`config.mk`:
```
export PLATFORM = sky130hd
export DESIGN_NAME = pfg_top
export DESIGN_NICKNAME = d
export VERILOG_FILES = /design/src/logic/pfg_pkg.sv /design/src/logic/pfg_top.sv
export SDC_FILE = /design/constraint.sdc
export NUM_CORES = 1
export LEC_CHECK = 0
export BUFFER_PORTS_ARGS = -buffer_cell sky130_fd_sc_hd__buf_2
export CORE_UTILIZATION = 40
export CTS_BUF_LIST = sky130_fd_sc_hd__clkbuf_4
export DETAILED_ROUTE_END_ITERATION = 10
export GPL_ROUTABILITY_DRIVEN = 0
export GPL_TIMING_DRIVEN = 0
export PLACE_DENSITY = 0.57
export SKIP_CTS_REPAIR_TIMING = 1
export SYNTH_ARGS = -nofsm -noshare
export SYNTH_HDL_FRONTEND = slang
export SYNTH_SLANG_ARGS = --single-unit
export TNS_END_PERCENT = 100
```
`constraint.sdc`:
```
create_clock -name pclk -period 3.2 [get_ports pclk]
set_clock_uncertainty 0.05 [all_clocks]
set_input_delay 0.32 -clock pclk [delete_from_list [all_inputs] [get_ports pclk]]
set_output_delay 0.32 -clock pclk [all_outputs]
set_load 0.005 [all_outputs]
```
`src/logic/pfg_pkg.sv`:
```
// Package for the periodic flag generator: timing, map and carrier types
package pfg_pkg;
	// Clock and time base
	localparam int unsigned CLK_HZ        = 100_000_000;
	localparam int unsigned TICK_US       = 10_000;
	localparam int unsigned TICK_CYCLES   = CLK_HZ / 1_000_000 * TICK_US;
	// Half periods, in milliseconds as printed
	localparam int unsigned HALF_20MS_MS  = 10;
	localparam int unsigned HALF_100MS_MS = 50;
	localparam int unsigned HALF_200MS_MS = 100;
	localparam int unsigned HALF_1S_MS    = 500;
	localparam int unsigned HALF_1MIN_MS  = 30_000;
	localparam int unsigned TICK_MS       = TICK_US / 1000;
	localparam int unsigned NUM_FLAGS     = 5;
	// Half periods as counts of 10 ms ticks
	localparam int unsigned HALF_TICKS [NUM_FLAGS] = '{
		HALF_20MS_MS / TICK_MS, HALF_100MS_MS / TICK_MS, HALF_200MS_MS / TICK_MS,
		HALF_1S_MS / TICK_MS, HALF_1MIN_MS / TICK_MS};
	// Register map
	localparam logic [11:0] ADDR_FLAGS    = 12'h000;
	localparam logic [11:0] ADDR_CTRL     = 12'h004;
	localparam logic [11:0] ADDR_TICKS    = 12'h008;
	localparam int unsigned CTRL_RUN_BIT  = 0;
	localparam logic [31:0] CTRL_RESET    = 32'h0000_0000;
	localparam logic [31:0] FLAGS_RESET   = 32'h0000_0000;

	typedef struct packed {
		logic [31:0] prescale;
		logic [31:0] ticks;
		logic [NUM_FLAGS-1:0][15:0] half_cnt;
		logic [NUM_FLAGS-1:0] flags;
		logic        run;
		logic [31:0] prdata;
		logic        pready;
		logic        pslverr;
	} pfg_state_type;
endpackage : pfg_pkg

```
`src/logic/pfg_top.sv`:
```
// Periodic flag generator with APB register access
module pfg_top #(
	parameter int unsigned TICK_CYCLES = pfg_pkg::TICK_CYCLES
) (
	input  wire logic        pclk,
	input  wire logic        presetn,
	input  wire logic        psel,
	input  wire logic        penable,
	input  wire logic        pwrite,
	input  wire logic [11:0] paddr,
	input  wire logic [31:0] pwdata,
	input  wire logic [3:0]  pstrb,
	output logic      [31:0] prdata,
	output logic             pready,
	output logic             pslverr,
	output logic             flag_period_20ms,
	output logic             flag_period_100ms,
	output logic             flag_period_200ms,
	output logic             flag_period_one_second,
	output logic             flag_period_one_minute
);
	localparam int unsigned NF = pfg_pkg::NUM_FLAGS;

	pfg_pkg::pfg_state_type s_q;
	pfg_pkg::pfg_state_type s_d;

	// Read mux shared by the access phase
	function automatic logic [31:0] read_word(input logic [11:0] a,
		input pfg_pkg::pfg_state_type s);
		logic [31:0] r;
		r = 32'h0000_0000;
		case (a)
			pfg_pkg::ADDR_FLAGS: r[NF-1:0] = s.flags;
			pfg_pkg::ADDR_CTRL:  r[pfg_pkg::CTRL_RUN_BIT] = s.run;
			pfg_pkg::ADDR_TICKS: r = s.ticks;
			default:             r = 32'h0000_0000;
		endcase
		return r;
	endfunction

	function automatic logic mapped(input logic [11:0] a);
		return (a == pfg_pkg::ADDR_FLAGS) || (a == pfg_pkg::ADDR_CTRL) ||
			(a == pfg_pkg::ADDR_TICKS);
	endfunction

	logic access;
	logic wr_ctrl;
	logic start;
	logic tick;
	assign access  = psel & penable & ~s_q.pready;
	assign wr_ctrl = access & pwrite & (paddr == pfg_pkg::ADDR_CTRL) & pstrb[0];
	// Run rising edge is the start of operation
	assign start   = wr_ctrl & pwdata[pfg_pkg::CTRL_RUN_BIT] & ~s_q.run;
	assign tick    = s_q.run & (s_q.prescale == TICK_CYCLES - 1);

	// Next state: shared 10 ms time base, per-flag half-period counters
	always_comb begin
		s_d = s_q;
		s_d.pready  = access;
		s_d.pslverr = access & ~mapped(paddr);
		s_d.prdata  = (access & ~pwrite) ? read_word(paddr, s_q) : 32'h0000_0000;
		if (wr_ctrl) begin
			s_d.run = pwdata[pfg_pkg::CTRL_RUN_BIT];
		end
		// Writes to the flag word fall through with no effect
		if (start || !s_q.run) begin
			s_d.prescale = 32'h0000_0000;
			s_d.ticks    = 32'h0000_0000;
			s_d.flags    = '0;
			s_d.half_cnt = '0;
		end else begin
			s_d.prescale = tick ? 32'h0000_0000 : s_q.prescale + 32'h0000_0001;
			if (tick) begin
				s_d.ticks = s_q.ticks + 32'h0000_0001;
			end
			for (int i = 0; i < NF; i++) begin
				// Each flag flips after its half period of ticks
				if (tick) begin
					if (s_q.half_cnt[i] == 16'(pfg_pkg::HALF_TICKS[i] - 1)) begin
						s_d.half_cnt[i] = 16'h0000;
						s_d.flags[i]    = ~s_q.flags[i];
					end else begin
						s_d.half_cnt[i] = s_q.half_cnt[i] + 16'h0001;
					end
				end
			end
		end
	end

	// State register; flags stay low until software sets run
	always_ff @(posedge pclk or negedge presetn) begin
		if (!presetn) begin
			s_q <= '0;
		end else begin
			s_q <= s_d;
		end
	end

	assign prdata                 = s_q.prdata;
	assign pready                 = s_q.pready;
	assign pslverr                = s_q.pslverr;
	assign flag_period_20ms       = s_q.flags[0];
	assign flag_period_100ms      = s_q.flags[1];
	assign flag_period_200ms      = s_q.flags[2];
	assign flag_period_one_second = s_q.flags[3];
	assign flag_period_one_minute = s_q.flags[4];
endmodule // pfg_top

```
==> flow_summary.yaml, run 1 <==
critical_path:
  path_cells: "nor4bb_1, and4_1, nand2_1, o21ai_0, buf_2, a21oi_1"
  rr_endpoint: "s_q[96]$_DFFE_PN0P_"
  r2r_slack_ps: 330
  crit_slowest_cell: "o21ai_0"
  crit_fanout: 10
  timing.rr.start: "s_q[173]$_DFF_PN0_"
  worst_setup_path_start_kind: "flip-flop"
  arrival_ps: 3310
  cp_data_required_time_ps: 3630
  slowest_delay_ps: 600
  crit_buf_inv: 1
  ff2ff_path_depth: 6
  cp-end-kind: "flip-flop"
  critPathTopFamily: "simple AND/OR/NAND/NOR gates"
  path_class: "reg2reg"
cells_and_area:
  nets: 1186
  area_growth_pct: 11.15
  final_util: 0.4553
  fin_cells: 1455
  drive_above_1_share: 0.1330
synthesis:
  synthMuxAreaShare: 0.006228
  yosysTopAreaCell: "dfrtp_1"
  syn-num-nets: 1104
  synth-xor-area-share: 0.02906
  synth_cells: 1040
  synth_seq_cells: 184
  synth_top_family_by_area: "simple AND/OR/NAND/NOR gates"
  synth_edf_count: 0
  synth_compound_area_frac: 0.1421
  yosysSeqAreaShare: 0.4775
  synth-simple-area-share: 0.2778
  synth_top_area_frac: 0.4775
  synth_area_per_cell_um2: 9.272
  synth.distinct_cells: 52
  synth_area_leaders: "dfrtp_1, o21ai_0, a21oi_1"
  synth_adder_area_share: 0.01427
  synth_warnings: 0
  synth_ff_type: "dfrtp_1"
  syn_area_mm2: 0.009643
  async_flop_share: 1.000
worst_hold_path:
  hp-class: "in2reg"
  hold_start: "paddr[2]"
  min_to: "pslverr$_DFF_PN0_"
  worstHoldPathCells: 3
drt:
  drt-total-wl_um: 23690
  drc: 0
  antenna_left: 0
  routedWlPerCell_um: 16.28
  vias_per_cell: 5.643
  dr_total_vias: 8210
  drt-initial-drc-count: 546
  first_pass_iters: 7
pwr:
  switching_share: 0.2830
  pwr-share-comb: 0.044
  p_sw_w: 0.001100
  p_clk_frac: 0.335
  seqPwrFrac: 0.621
  internal-power_w: 0.002786
  peakVddDrop_v: 0.0001684
  power.density_mw_per_mm2: 362.6
  leakage_nw: 4.462
clock_network:
  worstSkewPairLatency_ps: 600
  cts_root_buf: "clkbuf_4"
  htreeDepth: 4
  clkTransAtPathRegs_ps: 160
  cts-buffers-inserted: 17
  cts_tree: "done"
  clock_path_buffers: 2
  clock-sinks: 184
timing:
  setup_violations: 0
  final_hold_viol_count: 0
  tns_ps: 0
  rsz0062_at_grt: "no"
  drv_slew: 0
  fin_ws_ps: 327.2
  max_freq_mhz: 348.1
  slew_headroom: 0.3121
  tightest_slew_ps: 1022
  whs_ps: 9.014
  period_needed_ps: 2873
  fin_crit_sh: 0.8978
floorplan:
  dieArea_mm2: 0.02473
  core_area_mm2: 0.02354
  row_count: 56
  die_h_um: 157.3
  start_util: 0.4096
  ios: 92
  dieWidth_um: 157.3
global_routing:
  track_usage: 0.2000
  grt_pass1_vias: 7444
  grt_pass1_wl_um: 39360
  grt_max_degree: 108
  grt-ovfl-total: 0
  grt_antenna_before_repair: 1
outcome:
  status: "completed"
placed_design:
  dp_hpwl_um: 16360
  numPortBuffers: 56
  pre_cts_slack_ps: 41.06
  dp.cells: 1416
job:
  drv_cap: 0
-- layout by cell type, fill, tap and decap left out, drive strengths merged, types with 2 or more instances in the layout --
cell type    Yosys  layout
clkinv           1       8
o21ai          103     103
nor2b            6       6
nor3            19      19
a31oi           11      11
o31ai           37      37
or2              3       3
or4b             3       3
nor4b            7       7
mux2i            6       6
a41o             2       2
nor4            33      33
o41ai            4       4
o211ai           2       2
and4            20      20
nand4b           3       3
and2            31      31
buf             39      99
or4             20      20
xor2            10      10
inv             15      23
clkbuf          44      61
nor3b            2       2
dfrtp          184     184
a21oi           78      78
and3            15      15
dlygate4sd3      0       3
nand2b           6       6
nand2           63      63
ha              11      11
nor2            77      77
nand3           69      69
or3             43      43
xnor2           22      22
nand4           40      40
nand3b           6       6
nor4bb           2       2
-- metrics by stage --
step,total power [W],area (um2)
floorplan,0.002529,9643
global placement,0.002617,10320
detailed placement,0.002626,10360
CTS,0.003945,10650
global route,0.004063,10720
finish,0.003886,10720
-- synthesized netlist by cell type, types with 10 or more instances --
library cell / number
clkbuf_1: 44
o21ai_0: 98
dfrtp_1: 184
or3_1: 42
a21oi_1: 77
a31oi_1: 11
and4_1: 20
inv_1: 15
nand2_1: 63
nand3_1: 69
nor3_1: 17
and2_1: 31
nor2_1: 77
and3_1: 15
o31ai_1: 37
xnor2_1: 22
nor4_1: 30
nand4_1: 38
ha_1: 11
xor2_1: 10
buf_4: 32
or4_1: 20
-- worst register-to-register path, cell delays in order (launching register included) --
cell	delay, ps
dfrtp_1	500
nor4bb_1	480
and4_1	410
nand2_1	320
o21ai_0	600
buf_2	350
a21oi_1	70
-- how the worst max path moves through the flow --
| stage | start | to | cells after the start |
|---|---|---|---|
| 2_1_floorplan | s_q[73]$_DFFE_PN0P_ | s_q[77]$_DFFE_PN0P_ | 7 |
| 3_3_place_gp | presetn | s_q[180]$_DFF_PN0_ | 1 |
| 3_5_place_dp | s_q[168]$_DFF_PN0_ | s_q[103]$_DFFE_PN0P_ | 8 |
| 4_1_cts | s_q[169]$_DFF_PN0_ | s_q[103]$_DFFE_PN0P_ | 8 |
| 5_1_grt | s_q[173]$_DFF_PN0_ | s_q[101]$_DFFE_PN0P_ | 6 |
| 6_report | s_q[173]$_DFF_PN0_ | s_q[96]$_DFFE_PN0P_ | 6 |
-- cell type report --
type	instances	area, um2
fillers	2298	12820
flip-flops and latches	184	4604
multi-input cells	757	4527
plain buffers	83	455.4
well taps	319	399.1
repair buffers	63	382.9
clock inverters	15	158.9
clock buffers	17	127.6
inverters	16	60.06
diodes	1	2.502
-- power groups by stage --
stage,Clock (W),Combinational [W],Sequential (W)
after floorplan,0,0.0000881,0.00244
after global placement,0,0.000163,0.00245
after detailed placement,0,0.000172,0.00245
after CTS,0.00136,0.000171,0.00241
after global routing,0.00144,0.000199,0.00242
final,0.00130,0.000169,0.00241
-- registers in the layout, indices dropped and copies added, names as in the netlist --
signal,count
pready,1
flag_period_100ms,1
flag_period_200ms,1
prdata,32
flag_period_one_second,1
pslverr,1
s_q,145
flag_period_20ms,1
flag_period_one_minute,1
-- layer usage --
metal / part of all wire / global-route usage / wire length (um)
met4: 0.016 / 0.05733 / 373
met1: 0.49 / 0.2875 / 11510
met5: 0 / 0 / 0
met2: 0.46 / 0.3102 / 10880
met3: 0.039 / 0.03111 / 929
-- cell families after synthesis --
group | after synthesis
fa+ha+maj | 11
simple gates | 468
compound gates | 240
xor+xnor | 32
mux | 6
buf+inv | 99
flops | 184
(Power assumes the default switching activity.)
==> run 2, diff against run 1 <==
BUFFER_PORTS_ARGS = default   (was -buffer_cell sky130_fd_sc_hd__buf_2)
DONT_BUFFER_PORTS = 1   (was default)
PLACE_DENSITY = 0.53   (was 0.57)
==> flow_summary.yaml, run 2 (synthesis gave the netlist of run 1 again) <==
outcome:
  status: "finished, violations left"
  violations: "hold timing"
pwr:
  leakage_nw: 4.131
  power.density_mw_per_mm2: 363.7
  peakVddDrop_v: 0.0001503
timing:
  tightest_slew_ps: 956.3
  tns_ps: 0
  slew_headroom: 0.3566
  whs_ps: -680.1
  drv_slew: 0
  max_freq_mhz: 339.3
  fin_crit_sh: 0.9210
  period_needed_ps: 2947
  setup_violations: 0
  final_hold_viol_count: 185
critical_path:
  crit_fanout: 10
  cp-end-kind: "flip-flop"
  worst_setup_path_start_kind: "flip-flop"
  r2r_slack_ps: 250
  cp_data_required_time_ps: 3650
  arrival_ps: 3400
  path_class: "reg2reg"
drt:
  drc: 0
  routedWlPerCell_um: 16.92
  vias_per_cell: 5.637
  dr_total_vias: 7886
  drt-total-wl_um: 23670
  antenna_left: 0
  drt-initial-drc-count: 478
  first_pass_iters: 5
clock_network:
  clock_path_buffers: 2
  worstSkewPairLatency_ps: 610
  cts-buffers-inserted: 17
  clock-sinks: 184
  htreeDepth: 4
  cts_root_buf: "clkbuf_4"
  cts_tree: "done"
  clkTransAtPathRegs_ps: 190
cells_and_area:
  largest_reg_flops: 145
  largest_register: "s_q"
  nets: 1129
  final_area_mm2: 0.01039
  layout_commonest_cell: "dfrtp_1"
  final-seq-area_mm2: 0.004604
  layout_common_cells: "dfrtp_1, o21ai_0, nor2_1, a21oi_1, nand3_1"
  drive_above_1_share: 0.08163
  area_growth_pct: 7.707
  multi_input_area_mm2: 0.004534
  fill_cells: 2349
  final_util: 0.4412
floorplan:
  dieWidth_um: 157.3
  die_h_um: 157.3
  core_area_mm2: 0.02354
  start_util: 0.4096
  ios: 92
  row_count: 56
  dieArea_mm2: 0.02473
global_routing:
  grt_antenna_before_repair: 2
  grt_max_degree: 185
  track_usage: 0.2047
  grt_pass1_vias: 7594
  grtUsageMet1: 0.2921
  top_usage_layer: "met2"
  grt-ovfl-total: 0
  gr-usage-met3: 0.02891
  grt_util_met2: 0.3234
  grt_pass1_wl_um: 40000
placed_design:
  numPortBuffers: 0
  dp_hpwl_um: 16120
  placed_area_mm2: 0.01004
worst_hold_path:
  hp-class: "in2async"
job:
  drv_cap: 0
-- run 2: power by group --
group	internal, W	switching (W)	total (W)
clock network	0.000340	0.000914	0.00125
logic	0.0000549	0.0000556	0.000110
registers	0.00236	0.0000494	0.00241
total	0.00276	0.00102	0.00378
-- run 2: metal layers --
metal  vias up  part of all wire
met5         -                 0
met1      3834              0.49
met4         0             0.012
met3        23             0.038
li1       3873                 -
met2       156              0.46
-- run 2: final timing paths --
kind                                          start                    to  cells past startpoint
worst min-delay path                        presetn  s_q[114]$_DFFE_PN0P_                      0
min in group pclk                            pwrite   s_q[34]$_DFFE_PN0N_                      4
worst max register to register   s_q[152]$_DFF_PN0_   s_q[69]$_DFFE_PN0P_                      8
worst min register to register  s_q[71]$_DFFE_PN0P_   s_q[71]$_DFFE_PN0P_                      1
max in group asynchronous                   presetn    s_q[177]$_DFF_PN0_                      0
worst max-delay path             s_q[152]$_DFF_PN0_   s_q[69]$_DFFE_PN0P_                      8
-- run 2: final cells by class --
cell class,instances,area share
inverters,16,0.005782
well taps,319,0.03843
repair buffers,7,0.006746
clock inverters,15,0.01325
clock buffers,17,0.01229
multi-input cells,757,0.4366
flip-flops and latches,184,0.4433
diodes,2,0.0004819
plain buffers,82,0.04313
-- run 2: worst max-delay path: stages, from the launching register on --
cell	delay (ps)
dfrtp_1	420
ha_1	220
and3_1	170
buf_2	250
nand4_2	210
nor3_4	570
nand3_1	360
clkbuf_1	330
o31ai_1	300
-- run 2: stage by stage --
stage / hold slack (ps) / total power [W] / setup slack (ps) / std cells
after floorplan: -25.59 / 0.002529 / 846.5 / 1040
after global placement: -21.70 / 0.002559 / 80.25 / 1359
after detailed placement: -20.22 / 0.002559 / 7.441 / 1359
after CTS: -704.2 / 0.003826 / -7.106 / 1391
after global routing: -725.5 / 0.003953 / -13.17 / 1399
final: -680.1 / 0.003777 / 252.9 / 1399
